File: config.mk
export PLATFORM = sky130hd
export DESIGN_NAME = sgel_start_guard_edit_lock
export DESIGN_NICKNAME = d
export VERILOG_FILES = /design/src/design/sgel_pkg.sv /design/src/design/sgel_start_guard_edit_lock.sv
export SDC_FILE = /design/constraint.sdc
export NUM_CORES = 1
export LEC_CHECK = 0
export BUFFER_PORTS_ARGS = -buffer_cell sky130_fd_sc_hd__buf_2
export CORE_UTILIZATION = 50
export DETAILED_ROUTE_END_ITERATION = 10
export PLACE_DENSITY = 0.71
export SYNTH_ARGS = -nofsm -noshare
export SYNTH_HDL_FRONTEND = slang
export SYNTH_SLANG_ARGS = --single-unit
File: constraint.sdc
create_clock -name clk -period 3.4 [get_ports clk]
set_input_delay 0.34 -clock clk [delete_from_list [all_inputs] [get_ports clk]]
set_output_delay 0.34 -clock clk [all_outputs]
set_load 0.01 [all_outputs]
File: src/design/sgel_pkg.sv
// sgel_pkg: constants and types for the start guard and edit lock block.
// assumes a single 25 MHz control clock and a plain strobe register port.
package sgel_pkg;
	localparam int          NUM_SLOTS          = 6;
	localparam int          FUNC_W             = 5;
	localparam logic [4:0]  FUNC_GUARD         = 5'h0d;
	localparam logic [4:0]  FUNC_LOCK          = 5'h0f;
	localparam logic [4:0]  FUNC_CLEAR         = 5'h12;
	localparam logic [7:0]  ERR_GUARD          = 8'h0d;
	localparam logic [7:0]  ERR_NONE           = 8'h00;

	localparam logic [7:0]  OFS_SLOTS          = 8'h00;
	localparam logic [7:0]  OFS_CTRL           = 8'h04;
	localparam logic [7:0]  OFS_STATUS         = 8'h08;
	localparam logic [7:0]  OFS_MASK           = 8'h0c;
	localparam logic [7:0]  OFS_STATE          = 8'h10;
	localparam logic [7:0]  OFS_PARAM_BASE     = 8'h40;
	localparam logic [7:0]  OFS_PARAM_LAST     = 8'h7c;

	localparam int          PARAM_DEPTH        = 16;
	localparam int          PARAM_AW           = 4;
	localparam int          PARAM_W            = 16;
	localparam logic [3:0]  FREQ_IDX           = 4'h0;

	// slot 1 trip clear, slot 2 start guard, slot 3 edit lock, others unassigned
	localparam logic [29:0] SLOTS_RESET        = 30'h0000_3db2;
	localparam int          CTRL_SCOPE_BIT     = 0;
	localparam logic        CTRL_SCOPE_RESET   = 1'b0;

	localparam int          STAT_W             = 3;
	localparam int          STAT_GUARD_TRIP    = 0;
	localparam int          STAT_EDIT_REFUSED  = 1;
	localparam int          STAT_TRIP_CLEARED  = 2;
	localparam logic [2:0]  STAT_RESET         = 3'h0;
	localparam logic [2:0]  MASK_RESET         = 3'h0;

	localparam int          ST_STATE_LSB       = 0;
	localparam int          ST_MOTOR_BIT       = 2;
	localparam int          ST_ALARM_BIT       = 3;
	localparam int          ST_LOCK_BIT        = 4;
	localparam int          ST_GUARD_BIT       = 5;
	localparam int          ST_ERR_LSB         = 8;

	localparam logic [1:0]  SETTLE_CYC         = 2'h3;
	localparam int          CLK_HZ             = 25_000_000;
	localparam int          ALARM_CLEAR_MAX_MS = 30;

	typedef enum logic [1:0] {
		SGEL_POWERUP,
		SGEL_STOP,
		SGEL_RUN,
		SGEL_TRIP
	} sgel_state_type;
endpackage

File: src/design/sgel_start_guard_edit_lock.sv
// sgel_start_guard_edit_lock: unattended start guard and parameter edit lock.
// assumes terminals are raw asynchronous levels; keypad and edit requests are
// one-cycle pulses synchronous to clk; sys_rst is the power-up reset.
//
// Added by the designer: the register addresses and the address-and-strobe port.
`timescale 1ns/1ps
module sgel_start_guard_edit_lock
	import sgel_pkg::*;
#(
	parameter int ALARM_CLEAR_MAX_CYC = ALARM_CLEAR_MAX_MS * (CLK_HZ / 1000)
) (
	input  wire logic                 clk,
	input  wire logic                 sys_rst,
	input  wire logic                 ce,
	input  wire logic [NUM_SLOTS-1:0] term_in,
	input  wire logic                 run_cmd_in,
	input  wire logic                 keypad_reset,
	input  wire logic                 edit_req,
	input  wire logic                 edit_remote,
	input  wire logic [PARAM_AW-1:0]  edit_addr,
	input  wire logic [PARAM_W-1:0]   edit_data,
	input  wire logic [7:0]           reg_addr,
	input  wire logic [31:0]          reg_wdata,
	input  wire logic                 reg_we,
	input  wire logic                 reg_re,
	output logic      [31:0]          reg_rdata,
	output logic                      motor_run,
	output logic                      alarm_out,
	output logic      [7:0]           error_code,
	output logic                      edit_done,
	output logic                      edit_refused,
	output logic                      lock_active,
	output logic                      irq
);

	// synchronisers: s1 feeds s2 only, s3 is the edge reference
	logic [NUM_SLOTS-1:0] term_s1_reg, term_s2_reg, term_s3_reg;
	logic                 run_s1_reg, run_s2_reg, run_s3_reg;

	always_ff @(posedge clk) begin
		if (sys_rst) begin
			term_s1_reg <= '0;
			term_s2_reg <= '0;
			term_s3_reg <= '0;
			run_s1_reg  <= 1'b0;
			run_s2_reg  <= 1'b0;
			run_s3_reg  <= 1'b0;
		end else if (ce) begin
			term_s1_reg <= term_in;
			term_s2_reg <= term_s1_reg;
			term_s3_reg <= term_s2_reg;
			run_s1_reg  <= run_cmd_in;
			run_s2_reg  <= run_s1_reg;
			run_s3_reg  <= run_s2_reg;
		end
	end

	// slot decode
	logic [29:0]          slots_reg, slots_next;
	logic                 scope_reg, scope_next;
	logic [NUM_SLOTS-1:0] guard_hits, lock_hits, clear_hits;

	genvar gi;
	generate
		for (gi = 0; gi < NUM_SLOTS; gi++) begin : g_slot
			logic [FUNC_W-1:0] func;
			assign func           = slots_reg[gi*FUNC_W +: FUNC_W];
			assign guard_hits[gi] = (func == FUNC_GUARD) && term_s2_reg[gi];
			assign lock_hits[gi]  = (func == FUNC_LOCK) && term_s2_reg[gi];
			assign clear_hits[gi] = (func == FUNC_CLEAR) && term_s2_reg[gi] && !term_s3_reg[gi];
		end
	endgenerate

	logic guard_armed, lock_on, reset_pulse, run_rise;
	assign guard_armed = |guard_hits;
	assign lock_on     = |lock_hits;
	// acting on the onset keeps the clear far inside its deadline; pulse width is the host's concern
	assign reset_pulse = (|clear_hits) || keypad_reset;
	assign run_rise    = run_s2_reg && !run_s3_reg;

	// run / trip state machine
	sgel_state_type state_reg, state_next;
	logic [1:0]     settle_reg, settle_next;
	logic           motor_reg, motor_next;
	logic [7:0]     err_reg, err_next;
	logic           ev_trip, ev_cleared;

	always_comb begin
		state_next  = state_reg;
		settle_next = settle_reg;
		motor_next  = motor_reg;
		err_next    = err_reg;
		ev_trip     = 1'b0;
		ev_cleared  = 1'b0;
		case (state_reg)
			SGEL_POWERUP: begin
				// wait until the synchronisers hold real terminal levels
				if (settle_reg != SETTLE_CYC) begin
					settle_next = settle_reg + 2'h1;
				end else if (run_s2_reg && guard_armed) begin
					state_next = SGEL_TRIP;
					motor_next = 1'b0;
					err_next   = ERR_GUARD;
					ev_trip    = 1'b1;
				end else if (run_s2_reg) begin
					state_next = SGEL_RUN;
					motor_next = 1'b1;
				end else begin
					state_next = SGEL_STOP;
				end
			end
			SGEL_STOP: begin
				if (run_rise) begin
					state_next = SGEL_RUN;
					motor_next = 1'b1;
				end
			end
			SGEL_RUN: begin
				if (!run_s2_reg) begin
					state_next = SGEL_STOP;
					motor_next = 1'b0;
				end
			end
			SGEL_TRIP: begin
				motor_next = 1'b0;
				// a reset with run still high waits for a fresh run edge
				if (!run_s2_reg || reset_pulse) begin
					state_next = SGEL_STOP;
					err_next   = ERR_NONE;
					ev_cleared = 1'b1;
				end
			end
			default: begin
				state_next = SGEL_STOP;
				motor_next = 1'b0;
			end
		endcase
	end

	always_ff @(posedge clk) begin
		if (sys_rst) begin
			state_reg  <= SGEL_POWERUP;
			settle_reg <= 2'h0;
			motor_reg  <= 1'b0;
			err_reg    <= ERR_NONE;
		end else if (ce) begin
			state_reg  <= state_next;
			settle_reg <= settle_next;
			motor_reg  <= motor_next;
			err_reg    <= err_next;
		end
	end

	// parameter edits; keypad and remote share one gate on purpose
	logic [PARAM_W-1:0] param_mem [PARAM_DEPTH];
	logic               edit_ok, edit_bad;
	logic               done_reg, done_next, refused_reg, refused_next;

	always_comb begin
		edit_ok = 1'b0;
		if (edit_req) begin
			if (!lock_on) begin
				edit_ok = 1'b1;
			end else if (edit_addr == FREQ_IDX) begin
				edit_ok = !scope_reg;
			end else begin
				edit_ok = 1'b0;
			end
		end
		edit_bad     = edit_req && !edit_ok;
		done_next    = edit_ok;
		refused_next = edit_bad;
	end

	always_ff @(posedge clk) begin
		if (ce && edit_ok) begin
			param_mem[edit_addr] <= edit_data;
		end
	end

	always_ff @(posedge clk) begin
		if (sys_rst) begin
			done_reg    <= 1'b0;
			refused_reg <= 1'b0;
		end else if (ce) begin
			done_reg    <= done_next;
			refused_reg <= refused_next;
		end
	end

	// register port, status and interrupt
	logic [STAT_W-1:0] status_reg, status_next, mask_reg, mask_next, stat_set, stat_clr;
	logic [31:0]       rdata_reg, rdata_next;
	logic [31:0]       state_word;
	logic              param_hit;

	assign param_hit = (reg_addr >= OFS_PARAM_BASE) && (reg_addr <= OFS_PARAM_LAST) && (reg_addr[1:0] == 2'h0);

	always_comb begin
		state_word = '0;
		state_word[ST_STATE_LSB +: 2] = state_reg;
		state_word[ST_MOTOR_BIT]      = motor_reg;
		state_word[ST_ALARM_BIT]      = (state_reg == SGEL_TRIP);
		state_word[ST_LOCK_BIT]       = lock_on;
		state_word[ST_GUARD_BIT]      = guard_armed;
		state_word[ST_ERR_LSB +: 8]   = err_reg;
	end

	always_comb begin
		slots_next = slots_reg;
		scope_next = scope_reg;
		mask_next  = mask_reg;
		stat_clr   = '0;
		stat_set   = '0;
		stat_set[STAT_GUARD_TRIP]   = ev_trip;
		stat_set[STAT_EDIT_REFUSED] = edit_bad;
		stat_set[STAT_TRIP_CLEARED] = ev_cleared;
		if (reg_we) begin
			case (reg_addr)
				OFS_SLOTS:  slots_next = reg_wdata[29:0];
				OFS_CTRL:   scope_next = reg_wdata[CTRL_SCOPE_BIT];
				OFS_STATUS: stat_clr   = reg_wdata[STAT_W-1:0];
				OFS_MASK:   mask_next  = reg_wdata[STAT_W-1:0];
				default:    slots_next = slots_reg;
			endcase
		end
		// a new event beats a write-one clear in the same cycle
		status_next = (status_reg & ~stat_clr) | stat_set;
		rdata_next  = '0;
		if (reg_re) begin
			case (reg_addr)
				OFS_SLOTS:  rdata_next = {2'h0, slots_reg};
				OFS_CTRL:   rdata_next = {31'h0000_0000, scope_reg};
				OFS_STATUS: rdata_next = {29'h0000_0000, status_reg};
				OFS_MASK:   rdata_next = {29'h0000_0000, mask_reg};
				OFS_STATE:  rdata_next = state_word;
				default: begin
					if (param_hit) begin
						rdata_next = {16'h0000, param_mem[reg_addr[5:2]]};
					end
				end
			endcase
		end
	end

	always_ff @(posedge clk) begin
		if (sys_rst) begin
			slots_reg  <= SLOTS_RESET;
			scope_reg  <= CTRL_SCOPE_RESET;
			status_reg <= STAT_RESET;
			mask_reg   <= MASK_RESET;
			rdata_reg  <= 32'h0000_0000;
		end else if (ce) begin
			slots_reg  <= slots_next;
			scope_reg  <= scope_next;
			status_reg <= status_next;
			mask_reg   <= mask_next;
			rdata_reg  <= rdata_next;
		end
	end

	assign reg_rdata    = rdata_reg;
	assign motor_run    = motor_reg;
	assign alarm_out    = (state_reg == SGEL_TRIP);
	assign error_code   = err_reg;
	assign edit_done    = done_reg;
	assign edit_refused = refused_reg;
	assign lock_active  = lock_on;
	assign irq          = |(status_reg & mask_reg);

	// checks
	logic [19:0] alarm_age_reg;
	always_ff @(posedge clk) begin
		if (sys_rst || !alarm_out) begin
			alarm_age_reg <= 20'h0_0000;
		end else if (ce && (reset_pulse || alarm_age_reg != 20'h0_0000)) begin
			alarm_age_reg <= alarm_age_reg + 20'h0_0001;
		end
	end
endmodule // sgel_start_guard_edit_lock

==> summary.md <==
| Metric | Value |
|---|---|
| Min Tclk post-route | approximately 3 ns |
| Seq/Total Area, Yosys | 67.6% |
| Status | complete, no violations |
| Initial Utilization | 51.0% |
| Syn. warnings | 0 |
| Clock slew at reported path FFs | about 0.060 ns |
| PortBufs | 110 |
| CP Class | flop to output port |
| Largest register FFs | approximately 260 |
| Worst-path fanout max | 17 |
| Share of layout cells above drive strength 1 | between 20 and 30% |
| First-pass GRT wire length | ~50000 um |
| Worst slew pin tran | 1.05 ns |
| Power Density | ~560 nW/um2 |
| Drt total wl | roughly 34000 um |
| CTS buffer count | 37 |
| Quantity of hold-fixing buffers added after cts | 0 |
| Root buffer cell | clkbuf_16 |
| Die Wd | about 170 um |
| Top FF cell, synth | edfxtp_1 |
| Pint | 7350 uW |
| WL/cell | 22.9 um |
| Worst hold path class | input pin to flop |
| Post CTS Setup Buffer Count | 0 |
| Flop2flop setup slack | between 0.6 and 0.7 ns |
| Netlist Area Pre-Place | roughly 14000 um2 |
| DR iter-0 viols | ~950 |
| Vias in the first global route | 8442 |
| Fin util | between 50% and 60% |
| Worst EP required | approximately 3.1 ns |
| Total core area | around 28000 um2 |
| Post-synth EDFFs | between 200 and 300 |
| Grt ovf | 0 |
| Placer congestion estimate | 0.827 |
| Multi-input gate area | roughly 4400 um2 |
| Initial antenna violation count | 2 |
| Max-cap violation count | 0 |
| CTS tree | done |
| 1st-pass router iterations | 5 |
| Slew Viols, Final | 0 |
| Clock power frac | between 40% and 50% |
| Final hold viol count | 0 |
| Post-Syn Area per Cell | 15.1 um2 |
| Cell Area, Placed | approximately 15000 um2 |
| Total track usage | about a quarter |
| RSZ-0062 raised after global routing | no |
| Switching Fraction | about a fifth |
| Layout net count | approximately 1100 |
| FFs w/ async S/R, synth | 0% |
| Slew margin rel. | 29.7% |
| Static leakage power | ~0.0058 uW |
| Hpwl dp | 20300 um |
| Die area | 29100 um2 |
| P_sw | between 1500 and 2000 uW |
| Die Y | between 150 and 200 um |
| Clock buffer depth | 3 |
| F_max | 341 MHz |
| Design Area, Final | around 17000 um2 |
| Period utilisation layout | a little under nine tenths |
| Comb power frac | between 4 and 5% |
| Fin Setup TNS | 0 ns |
| Flops & latches, synth | between 300 and 400 |
| CTS HTree Levels | 2 |
| Top-level I/O count | about 120 |
| Clk Latency, worst-skew pair | 0.52 ns |
| VDD IR-drop max | 0.000471 V |
| Antenna Nets Post-Route | 0 |
| Vias | 8638 |
| Largest net degree at the start of global routing | 73 |
| Critical Path Start Type | flop |
| # clock sinks | 352 |
| Clk_skew | 0.0168 ns |
| Placement row count | between 60 and 70 |
| CTS resizes | 0 |
| WP data arrival | 2.60 ns |
| CP endpoint kind | output port |
| Fillcell total | between 2000 and 2500 |
| Distinct cell type count after synthesis | 70 |
| Vias per cell | 5.86 |
| Final setup viols | 0 |
| Reg power frac | 50.1% |
| Synth-to-Final Area Change | 16.6% |
| Register cell area after layout | between 9000 and 10000 um2 |
| Synthesized instance count | 940 |
| DR DRC count | 0 |
-- through the flow --
step | hold WS (ns) | power [uW] | worst slack [ns] | std cells
after global routing | 0.0402 | 9560 | 0.368 | 1473
after global placement | 0.449 | 5190 | 0.688 | 1405
after floorplan | 0.439 | 5020 | 0.190 | 946
final | 0.0445 | 9290 | 0.464 | 1474
after detailed placement | 0.453 | 5200 | 0.599 | 1405
after CTS | 0.0309 | 9360 | 0.433 | 1473
-- layer usage --
metal | global-route usage [%] | part of all wire [%] | up-vias
met5 | 0 | 0.021 | -
met4 | 9.05 | 3.1 | 2
met3 | 3.86 | 5.9 | 71
met2 | 38.6 | 48 | 320
met1 | 31.5 | 43 | 4348
li1 | - | - | 3897
-- final timing paths --
kind	endpoint	startpoint	cells after the start
max	lock_active	slots_reg[0]$_SDFFE_PP0P_	5
min	slots_reg[8]$_SDFFE_PP1P_	reg_wdata[8]	3
max reg2reg	param_mem[1][14]$_DFFE_PP_	slots_reg[24]$_SDFFE_PP0P_	6
min reg2reg	reg_rdata[8]$_SDFFE_PP0P_	reg_rdata[8]$_SDFFE_PP0P_	2
-- power groups by stage --
| stage | clock, uW | combinational (uW) | sequential [uW] |
|---|---|---|---|
| 5_1_grt | 4420 | 487 | 4650 |
| 2_1_floorplan | 0 | 276 | 4740 |
| 3_5_place_dp | 0 | 451 | 4750 |
| 6_report | 4190 | 452 | 4650 |
| 3_3_place_gp | 0 | 446 | 4740 |
| 4_1_cts | 4250 | 454 | 4650 |
-- cells in the final DEF, fill, tap and decap left out, drive strengths merged, types with 6 or more instances in the layout --
cell,instances
a22oi,20
mux4,67
mux2i,46
o21ai,16
clkbuf,45
nand2b,6
nor2b,7
inv,14
nor4,11
a21oi,44
buf,141
nor2,62
nor3,23
o22ai,6
nand2,106
conb,7
dfxtp,96
nand3b,10
edfxtp,256
clkinv,15
a311oi,6
-- final cells by class --
| class | instances | area share (%) |
|---|---|---|
| inverters | 13 | 0.295 |
| clock inverters | 23 | 1.57 |
| multi-input cells | 521 | 26.3 |
| clock buffers | 45 | 6.15 |
| well taps | 378 | 2.86 |
| repair buffers | 141 | 4.78 |
| flip-flops and latches | 352 | 58.0 |
| diodes | 1 | 0.0151 |
-- cells by family after synthesis --
kind of cell / share of synthesized area (%)
xor gates and xnor gates: 0.0617
muxes: 13.9
and+or+nand+nor: 9.67
DFF: 67.6
AOI/OAI and AO/OA: 6.10
adders and majority gates: 0.0881
buffers and inverters: 2.46
other: 0.0264
-- synth_stat cells, types with 5 or more instances --
cell type  number  area (um2)
edfxtp_1      256        7690
nand2_1       106         398
dfxtp_1        96        1920
mux4_2         67        1510
nor2_1         61         229
mux2i_1        46         460
a21oi_1        44         220
clkbuf_1       25        93.8
nor3_1         22         110
a22oi_1        20         150
buf_2          18        90.1
buf_4          14         105
o21ai_0        12        60.1
inv_1          10        37.5
nand3b_1       10        75.1
nor4_1         10        62.6
nor2b_1         7        43.8
a311oi_1        6        52.6
nand2b_1        6        37.5
o22ai_1         6        37.5
nand4b_1        5        43.8
-- critical path, stage by stage (launching register included) --
cell	delay, ns
dfxtp_1	0.39
nand2_1	0.09
nor4b_1	0.52
a211oi_2	0.16
nand2_1	0.66
buf_2	0.27
No activity file was read; power rests on OpenSTA's default activity.
